File: config.mk
export PLATFORM = sky130hd
export DESIGN_NAME = shift_chain_config_regs
export DESIGN_NICKNAME = d
export VERILOG_FILES = /design/src/chain_regs_pkg.sv /design/src/port_failsafe.sv /design/src/shift_chain_config_regs.sv
export SDC_FILE = /design/constraint.sdc
export NUM_CORES = 1
export LEC_CHECK = 0
export BUFFER_PORTS_ARGS = -buffer_cell sky130_fd_sc_hd__buf_2
export CORE_MARGIN = 4
export CORE_UTILIZATION = 59
export DETAILED_ROUTE_END_ITERATION = 10
export PLACE_DENSITY = 0.95
export SETUP_SLACK_MARGIN = 0.15
export SYNTH_ARGS = -nofsm -noshare
export SYNTH_HDL_FRONTEND = slang
export SYNTH_SLANG_ARGS = --single-unit
export TNS_END_PERCENT = 5
File: constraint.sdc
create_clock -name CLK -period 4.7 [get_ports CLK]
set_clock_uncertainty 0.1 [all_clocks]
set_input_delay 0.705 -clock CLK [delete_from_list [all_inputs] [get_ports CLK]]
set_output_delay 0.705 -clock CLK [all_outputs]
set_load 0.03 [all_outputs]
File: src/chain_regs_pkg.sv
package chain_regs_pkg;

    // Holding register numbers
    localparam logic [15:0] ADDR_BITRATE_STATUS = 16'h001b;
    localparam logic [15:0] ADDR_OUT_COUNT_CFG = 16'h001c;
    localparam logic [15:0] ADDR_OUT_COUNT_STATUS = 16'h001d;
    localparam logic [15:0] ADDR_IN_COUNT_CFG = 16'h001e;
    localparam logic [15:0] ADDR_IN_COUNT_STATUS = 16'h001f;
    localparam logic [15:0] ADDR_MODULE_TYPE = 16'h0020;
    localparam logic [15:0] ADDR_FAILSAFE_POLICY = 16'h0021;
    localparam logic [15:0] ADDR_VALIDITY_PERIOD = 16'h0022;

    // Reset values
    localparam logic [7:0] OUT_COUNT_CFG_RESET = 8'h00;
    localparam logic [7:0] IN_COUNT_CFG_RESET = 8'h00;
    localparam logic [7:0] FAILSAFE_POLICY_RESET = 8'h00;
    localparam logic [7:0] VALIDITY_PERIOD_RESET = 8'h00;

    // Legal value limits
    localparam logic [15:0] MAX_MODULES = 16'h0020;
    localparam logic [15:0] POLICY_MAX = 16'h003f;
    localparam logic [15:0] VALIDITY_MAX = 16'h00ff;

    // Fail-safe policy field positions
    localparam int CHAIN_FS_LSB = 0;
    localparam int FIELDBUS_FS_LSB = 2;
    localparam int SERIAL_FS_LSB = 4;

    // Fail-safe encodings
    localparam logic [1:0] FS_ZERO = 2'h0;
    localparam logic [1:0] FS_ONE = 2'h1;
    localparam logic [1:0] FS_HOLD = 2'h2;

    // Bitrate status codes
    localparam logic [1:0] RATE_NONE = 2'h0;

    // Validity timing: period unit is one millisecond
    localparam int CLK_PERIOD_NS = 50;
    localparam int VALIDITY_UNIT_NS = 1000000;
    localparam int MS_CYCLES = VALIDITY_UNIT_NS / CLK_PERIOD_NS;

    // Arbitrary neutral module type value
    localparam logic [7:0] MODULE_TYPE_DEFAULT = 8'h5a;

    typedef enum logic [2:0] {
        ST_OFF = 3'b001,
        ST_RUN = 3'b010,
        ST_ERR = 3'b100
    } chain_state_t;

endpackage : chain_regs_pkg

File: src/port_failsafe.sv
module port_failsafe #(
    parameter int DATA_W = 8
) (
    input wire logic CLK,
    input wire logic RST_N,
    input wire logic [1:0] policy,
    input wire logic stale,
    input wire logic wr,
    input wire logic [DATA_W-1:0] wdata,
    output logic [DATA_W-1:0] dout
);

    logic [DATA_W-1:0] last;

    always_ff @(posedge CLK)
    begin
        if (!RST_N)
            last <= '0;
        else if (wr)
            last <= wdata;
    end

    // Encoding 11 falls into the default and forces zeros
    always_ff @(posedge CLK)
    begin
        if (!RST_N)
            dout <= '0;
        else if (!stale)
            dout <= wr ? wdata : last;
        else
        begin
            case (policy)
                chain_regs_pkg::FS_ONE: dout <= '1;
                chain_regs_pkg::FS_HOLD: dout <= last;
                default: dout <= '0;
            endcase
        end
    end

endmodule : port_failsafe

File: src/shift_chain_config_regs.sv
module shift_chain_config_regs #(
    parameter int MS_CYCLES = chain_regs_pkg::MS_CYCLES,
    parameter int DATA_W = 8,
    parameter logic [7:0] MODULE_TYPE_ID = chain_regs_pkg::MODULE_TYPE_DEFAULT
) (
    input wire logic CLK,
    input wire logic RST_N,
    input wire logic [15:0] REG_ADDR,
    input wire logic [15:0] REG_WDATA,
    input wire logic REG_WE,
    input wire logic REG_RE,
    output logic [15:0] REG_RDATA,
    output logic REG_ACK,
    output logic REG_ERR,
    input wire logic MASTER_MODE,
    input wire logic AUTO_DETECT,
    input wire logic [1:0] BITRATE_SETTING,
    input wire logic [1:0] SLAVE_RATE,
    input wire logic SLAVE_RATE_VALID,
    input wire logic DETECT_VALID,
    input wire logic [5:0] DETECTED_OUT_COUNT,
    input wire logic [5:0] DETECTED_IN_COUNT,
    output logic CHAIN_ERROR,
    input wire logic CHAIN_PRODUCE,
    output logic CHAIN_DATA_VALID,
    input wire logic FIELDBUS_STALE,
    input wire logic SERIAL_STALE,
    input wire logic CHAIN_OUT_WR,
    input wire logic [DATA_W-1:0] CHAIN_OUT_WDATA,
    output logic [DATA_W-1:0] CHAIN_OUT,
    input wire logic FIELDBUS_OUT_WR,
    input wire logic [DATA_W-1:0] FIELDBUS_OUT_WDATA,
    output logic [DATA_W-1:0] FIELDBUS_OUT,
    input wire logic SERIAL_OUT_WR,
    input wire logic [DATA_W-1:0] SERIAL_OUT_WDATA,
    output logic [DATA_W-1:0] SERIAL_OUT
);

    localparam int MSW = $clog2(MS_CYCLES + 1);

    logic [7:0] out_cfg;
    logic [7:0] in_cfg;
    logic [7:0] policy;
    logic [7:0] period;
    logic [1:0] bitrate_status;
    logic [5:0] out_status;
    logic [5:0] in_status;
    logic [5:0] out_used;
    logic [5:0] in_used;
    logic mismatch;
    logic [MSW-1:0] ms_cnt;
    logic ms_tick;
    logic [7:0] elapsed;
    logic next_chain_valid;
    logic wr_ok;
    logic addr_known;
    chain_regs_pkg::chain_state_t state;
    chain_regs_pkg::chain_state_t next_state;

    // Register writes: out-of-range values are refused and leave the register intact
    always_comb
    begin
        case (REG_ADDR)
            chain_regs_pkg::ADDR_OUT_COUNT_CFG,
            chain_regs_pkg::ADDR_IN_COUNT_CFG:
                wr_ok = REG_WDATA <= chain_regs_pkg::MAX_MODULES;
            chain_regs_pkg::ADDR_FAILSAFE_POLICY:
                wr_ok = REG_WDATA <= chain_regs_pkg::POLICY_MAX;
            chain_regs_pkg::ADDR_VALIDITY_PERIOD:
                wr_ok = REG_WDATA <= chain_regs_pkg::VALIDITY_MAX;
            default:
                wr_ok = 1'b0;
        endcase
    end

    assign addr_known = REG_ADDR >= chain_regs_pkg::ADDR_BITRATE_STATUS
        && REG_ADDR <= chain_regs_pkg::ADDR_VALIDITY_PERIOD;

    always_ff @(posedge CLK)
    begin
        if (!RST_N)
        begin
            out_cfg <= chain_regs_pkg::OUT_COUNT_CFG_RESET;
            in_cfg <= chain_regs_pkg::IN_COUNT_CFG_RESET;
            policy <= chain_regs_pkg::FAILSAFE_POLICY_RESET;
            period <= chain_regs_pkg::VALIDITY_PERIOD_RESET;
        end
        else if (REG_WE && wr_ok)
        begin
            case (REG_ADDR)
                chain_regs_pkg::ADDR_OUT_COUNT_CFG: out_cfg <= REG_WDATA[7:0];
                chain_regs_pkg::ADDR_IN_COUNT_CFG: in_cfg <= REG_WDATA[7:0];
                chain_regs_pkg::ADDR_FAILSAFE_POLICY: policy <= REG_WDATA[7:0];
                chain_regs_pkg::ADDR_VALIDITY_PERIOD: period <= REG_WDATA[7:0];
                default: ;
            endcase
        end
    end

    // Reads answer one cycle later; unmapped reads and refused writes flag an error
    always_ff @(posedge CLK)
    begin
        if (!RST_N)
        begin
            REG_RDATA <= 16'h0000;
            REG_ACK <= 1'b0;
            REG_ERR <= 1'b0;
        end
        else
        begin
            REG_ACK <= REG_RE || REG_WE;
            REG_ERR <= (REG_RE && !addr_known) || (REG_WE && !wr_ok);
            if (REG_RE)
            begin
                case (REG_ADDR)
                    chain_regs_pkg::ADDR_BITRATE_STATUS: REG_RDATA <= {14'h0000, bitrate_status};
                    chain_regs_pkg::ADDR_OUT_COUNT_CFG: REG_RDATA <= {8'h00, out_cfg};
                    chain_regs_pkg::ADDR_OUT_COUNT_STATUS: REG_RDATA <= {10'h000, out_status};
                    chain_regs_pkg::ADDR_IN_COUNT_CFG: REG_RDATA <= {8'h00, in_cfg};
                    chain_regs_pkg::ADDR_IN_COUNT_STATUS: REG_RDATA <= {10'h000, in_status};
                    chain_regs_pkg::ADDR_MODULE_TYPE: REG_RDATA <= {8'h00, MODULE_TYPE_ID};
                    chain_regs_pkg::ADDR_FAILSAFE_POLICY: REG_RDATA <= {8'h00, policy};
                    chain_regs_pkg::ADDR_VALIDITY_PERIOD: REG_RDATA <= {8'h00, period};
                    default: REG_RDATA <= 16'h0000;
                endcase
            end
        end
    end

    // In master mode the device sets the rate itself; in slave mode the far master does
    always_ff @(posedge CLK)
    begin
        if (!RST_N)
            bitrate_status <= chain_regs_pkg::RATE_NONE;
        else if (MASTER_MODE)
            bitrate_status <= BITRATE_SETTING;
        else if (SLAVE_RATE_VALID)
            bitrate_status <= SLAVE_RATE;
        else
            bitrate_status <= chain_regs_pkg::RATE_NONE;
    end

    // Valid detected counts win over manual ones, which is why software must turn detection off
    assign out_used = AUTO_DETECT && DETECT_VALID ? DETECTED_OUT_COUNT : out_cfg[5:0];
    assign in_used = AUTO_DETECT && DETECT_VALID ? DETECTED_IN_COUNT : in_cfg[5:0];

    always_ff @(posedge CLK)
    begin
        if (!RST_N)
        begin
            out_status <= 6'h00;
            in_status <= 6'h00;
        end
        else
        begin
            out_status <= MASTER_MODE ? out_used : 6'h00;
            in_status <= MASTER_MODE ? in_used : 6'h00;
        end
    end

    assign mismatch = DETECT_VALID && !AUTO_DETECT
        && (DETECTED_OUT_COUNT != out_cfg[5:0] || DETECTED_IN_COUNT != in_cfg[5:0]);

    // Error clears once mismatch drops (counts match, detection on or DETECT_VALID low) or master mode is left
    always_comb
    begin
        case (state)
            chain_regs_pkg::ST_OFF:
                next_state = !MASTER_MODE ? chain_regs_pkg::ST_OFF
                    : mismatch ? chain_regs_pkg::ST_ERR : chain_regs_pkg::ST_RUN;
            chain_regs_pkg::ST_RUN,
            chain_regs_pkg::ST_ERR:
                next_state = !MASTER_MODE ? chain_regs_pkg::ST_OFF
                    : mismatch ? chain_regs_pkg::ST_ERR : chain_regs_pkg::ST_RUN;
            default:
                next_state = chain_regs_pkg::ST_OFF;
        endcase
    end

    always_ff @(posedge CLK)
    begin
        if (!RST_N)
            state <= chain_regs_pkg::ST_OFF;
        else
            state <= next_state;
    end

    assign CHAIN_ERROR = state == chain_regs_pkg::ST_ERR;

    // Millisecond time base restarts at each production so the period starts there
    assign ms_tick = ms_cnt == MSW'(MS_CYCLES - 1);

    always_ff @(posedge CLK)
    begin
        if (!RST_N || CHAIN_PRODUCE || ms_tick)
            ms_cnt <= '0;
        else
            ms_cnt <= ms_cnt + 1'b1;
    end

    always_ff @(posedge CLK)
    begin
        if (!RST_N || CHAIN_PRODUCE)
            elapsed <= 8'h00;
        else if (ms_tick && elapsed != 8'hff)
            elapsed <= elapsed + 8'h01;
    end

    // Production wins over expiry in the same cycle
    assign next_chain_valid = period == 8'h00 || CHAIN_PRODUCE || elapsed < period;

    always_ff @(posedge CLK)
    begin
        if (!RST_N)
            CHAIN_DATA_VALID <= 1'b1;
        else
            CHAIN_DATA_VALID <= next_chain_valid;
    end

    // One fallback stage per interface, each with its own policy field
    port_failsafe #(.DATA_W(DATA_W)) u_chain_fs (
        .CLK(CLK),
        .RST_N(RST_N),
        .policy(policy[chain_regs_pkg::CHAIN_FS_LSB +: 2]),
        .stale(!CHAIN_DATA_VALID),
        .wr(CHAIN_OUT_WR),
        .wdata(CHAIN_OUT_WDATA),
        .dout(CHAIN_OUT)
    );

    port_failsafe #(.DATA_W(DATA_W)) u_fieldbus_fs (
        .CLK(CLK),
        .RST_N(RST_N),
        .policy(policy[chain_regs_pkg::FIELDBUS_FS_LSB +: 2]),
        .stale(FIELDBUS_STALE),
        .wr(FIELDBUS_OUT_WR),
        .wdata(FIELDBUS_OUT_WDATA),
        .dout(FIELDBUS_OUT)
    );

    port_failsafe #(.DATA_W(DATA_W)) u_serial_fs (
        .CLK(CLK),
        .RST_N(RST_N),
        .policy(policy[chain_regs_pkg::SERIAL_FS_LSB +: 2]),
        .stale(SERIAL_STALE),
        .wr(SERIAL_OUT_WR),
        .wdata(SERIAL_OUT_WDATA),
        .dout(SERIAL_OUT)
    );
endmodule : shift_chain_config_regs

==> run metrics <==
CP Launch Point REG_ADDR[11]; critical path endpoint category register; Antenna Nets Post-Route 0; xor/xnor share of the synthesized area 0.0482; I/O Buffers 121; first-pass GRT wire length 25.3 mm; CTS root buf clkbuf_8; DP HPWL 11.2 mm; power per cell area roughly 380 nW/um^2; placed insts 894; actual slew at the worst max-slew pin 0.955 ns; most frequent cells in the layout 131 x dfxtp_1, 121 x buf_2, 90 x nand2_1; clk slew on worst S/H paths ~0.060 ns; flop-to-flop setup slack 2.26 ns; Post-synth EDFFs 0; Crit Path Max Fanout 8; GPL Wtd Cong 0.931; FMAX 398 MHz; Die Span Y roughly 110 microns; simple-gate share of the synthesized area 0.225; Pleak between 3 and 4 nW; Cell variety after synth between 50 and 60; CP Class in2reg; Yosys reg bits 131; clock buffer depth 2; final hold violations 0; pin count of the biggest net entering global routing 54; HP Class in2reg; Seq/Total Area, Yosys 0.437; multiplexer share of the synthesized area 0.0854; final std cells w/o fill 925; DRC 0; clock latency on the worst-skew pair between 0.5 and 0.6 ns; Final #Nets a little under 900; Worst setup SP type input port; Rows 36; CP arrival between 2 and 3 ns; Starting Density 0.610; Slew Viols, Final 0; Synthesis Warnings 0; Antenna Diode Count 0; unrepaired setup endpoints after global routing false; Syn Inst Count between 600 and 700; vias in the first global route between 5000 and 6000; Vias/cell 5.94; Main synth FF type dfxtp_1; Post-Syn Area 5990 sq um; clock sinks 131; Pre-antenna DRT Iters 5; Avg WL per Cell 17.0 microns; ys async rst share 0; maxcap violations 0; Fillers 725; Synth Area in Compound Gates 0.126; count of final setup violators 0; setup TNS 0 ns; total CTS buffers 17; most common cell after layout, fill and taps aside dfxtp_1; H-Tree Level Count 4; Worst Path Required 5.02 ns; Hold Crit Start AUTO_DETECT; Worst slew margin 0.358; fin crit period approximately 2.5 ns; initial antenna violation count 0; outcome finished clean; die area 11800 sq um; Mapped Avg Cell Area 8.85 sq um; main combinational cell family by area after synthesis simple AND/OR/NAND/NOR gates; Peak VDD IR 0.230 mV; post-CTS setup buffer count 0; Post-Synth Adder-Cell Area 0.0313; WL final 15.8 mm; core area ~10000 sq um; Post-CTS Hold Fix Bufs 0; I/O pin count 130; Reg2Reg Launch Point ms_cnt[8]; post-CTS resize count 0; Final period util 0.535; via count 5499; layout cells sized above 1 0.211; die width 109 microns; DR iter-0 viols 538; CTS tree built; Area growth, synth to finish 20.7%; Total GRT Usage 0.272; overflow left after global routing 0
-- metal layers --
layer | vias to the layer above | share of wire | global-route usage
li1 | 2612 | - | -
met2 | 284 | 0.48 | 0.461
met5 | - | 0 | 0
met4 | 0 | 0.024 | 0.120
met3 | 43 | 0.094 | 0.0758
met1 | 2560 | 0.40 | 0.321
-- stage by stage --
| stage | util | area, sq um | hold WS [ns] | power (W) | setup slack [ns] |
|---|---|---|---|---|---|
| after detailed placement | 0.672 | 6600 | 0.350 | 0.00136 | 1.72 |
| after global placement | 0.672 | 6600 | 0.325 | 0.00135 | 1.78 |
| after global routing | 0.737 | 7240 | 0.284 | 0.00282 | 2.10 |
| final | 0.737 | 7240 | 0.281 | 0.00275 | 2.19 |
| after CTS | 0.737 | 7240 | 0.263 | 0.00276 | 2.25 |
| after floorplan | - | 6020 | 0.318 | 0.00129 | 2.07 |
-- flip-flops by register name, indices dropped and copies added, names as in the netlist --
name                count
REG_ERR                 1
REG_RDATA               8
u_fieldbus_fs.last      8
out_cfg                 8
policy                  8
out_status              6
u_chain_fs.last         8
REG_ACK                 1
elapsed                 8
in_status               6
u_fieldbus_fs.dout      8
bitrate_status          2
state                   3
u_serial_fs.dout        8
CHAIN_DATA_VALID        1
ms_cnt                 15
u_serial_fs.last        8
period                  8
u_chain_fs.dout         8
in_cfg                  8
-- power breakdown --
group	internal, W	switching, W
registers	0.00114	0.0000120
clock network	0.000951	0.000456
logic	0.0000668	0.000123
total	0.00216	0.000591
-- synthesized netlist by cell type (9+ instances only) --
master,n,share of area
a21oi_1,48,0.040
and3_1,10,0.010
clkbuf_1,27,0.017
dfxtp_1,131,0.44
ha_1,15,0.031
inv_1,14,0.0088
mux2i_1,50,0.083
nand2_1,90,0.056
nand3_1,18,0.015
nand4_1,15,0.016
nor2_1,73,0.046
o21ai_1,13,0.011
o32ai_1,16,0.023
xnor2_1,24,0.035
xor2_1,9,0.013
-- cells by family (layout without fill, tap and decap cells) --
kind of cell | after synthesis | count (layout)
buffers and inverters | 61 | 169
adders and majority gates | 15 | 15
DFF | 131 | 131
xor gates and xnor gates | 33 | 33
AOI/OAI and AO/OA | 118 | 118
muxes | 51 | 51
other | 1 | 8
and+or+nand+nor | 267 | 267
-- final cells by class --
| cell class | count | area, sq um | area share |
|---|---|---|---|
| flip-flops and latches | 131 | 2620 | 0.362 |
| clock buffers | 21 | 459 | 0.0635 |
| clock inverters | 10 | 179 | 0.0247 |
| inverters | 15 | 56.3 | 0.00778 |
| repair buffers | 123 | 621 | 0.0858 |
| well taps | 133 | 166 | 0.0230 |
| multi-input cells | 492 | 3130 | 0.433 |
-- critical path, cell delays in order --
cell and delay [ns]:
buf_2 0.11, nor4_2 0.65, and4_1 0.47, a21oi_1 0.11, or3_1 0.53, and3_1 0.26
-- final timing paths --
kind | depth (start not counted) | to
hold / removal | 2 | state[2]
setup / recovery | 6 | policy[7]
hold reg to reg | 2 | REG_RDATA[6]
setup reg to reg | 5 | elapsed[5]
No activity file was read; power rests on OpenSTA's default activity.
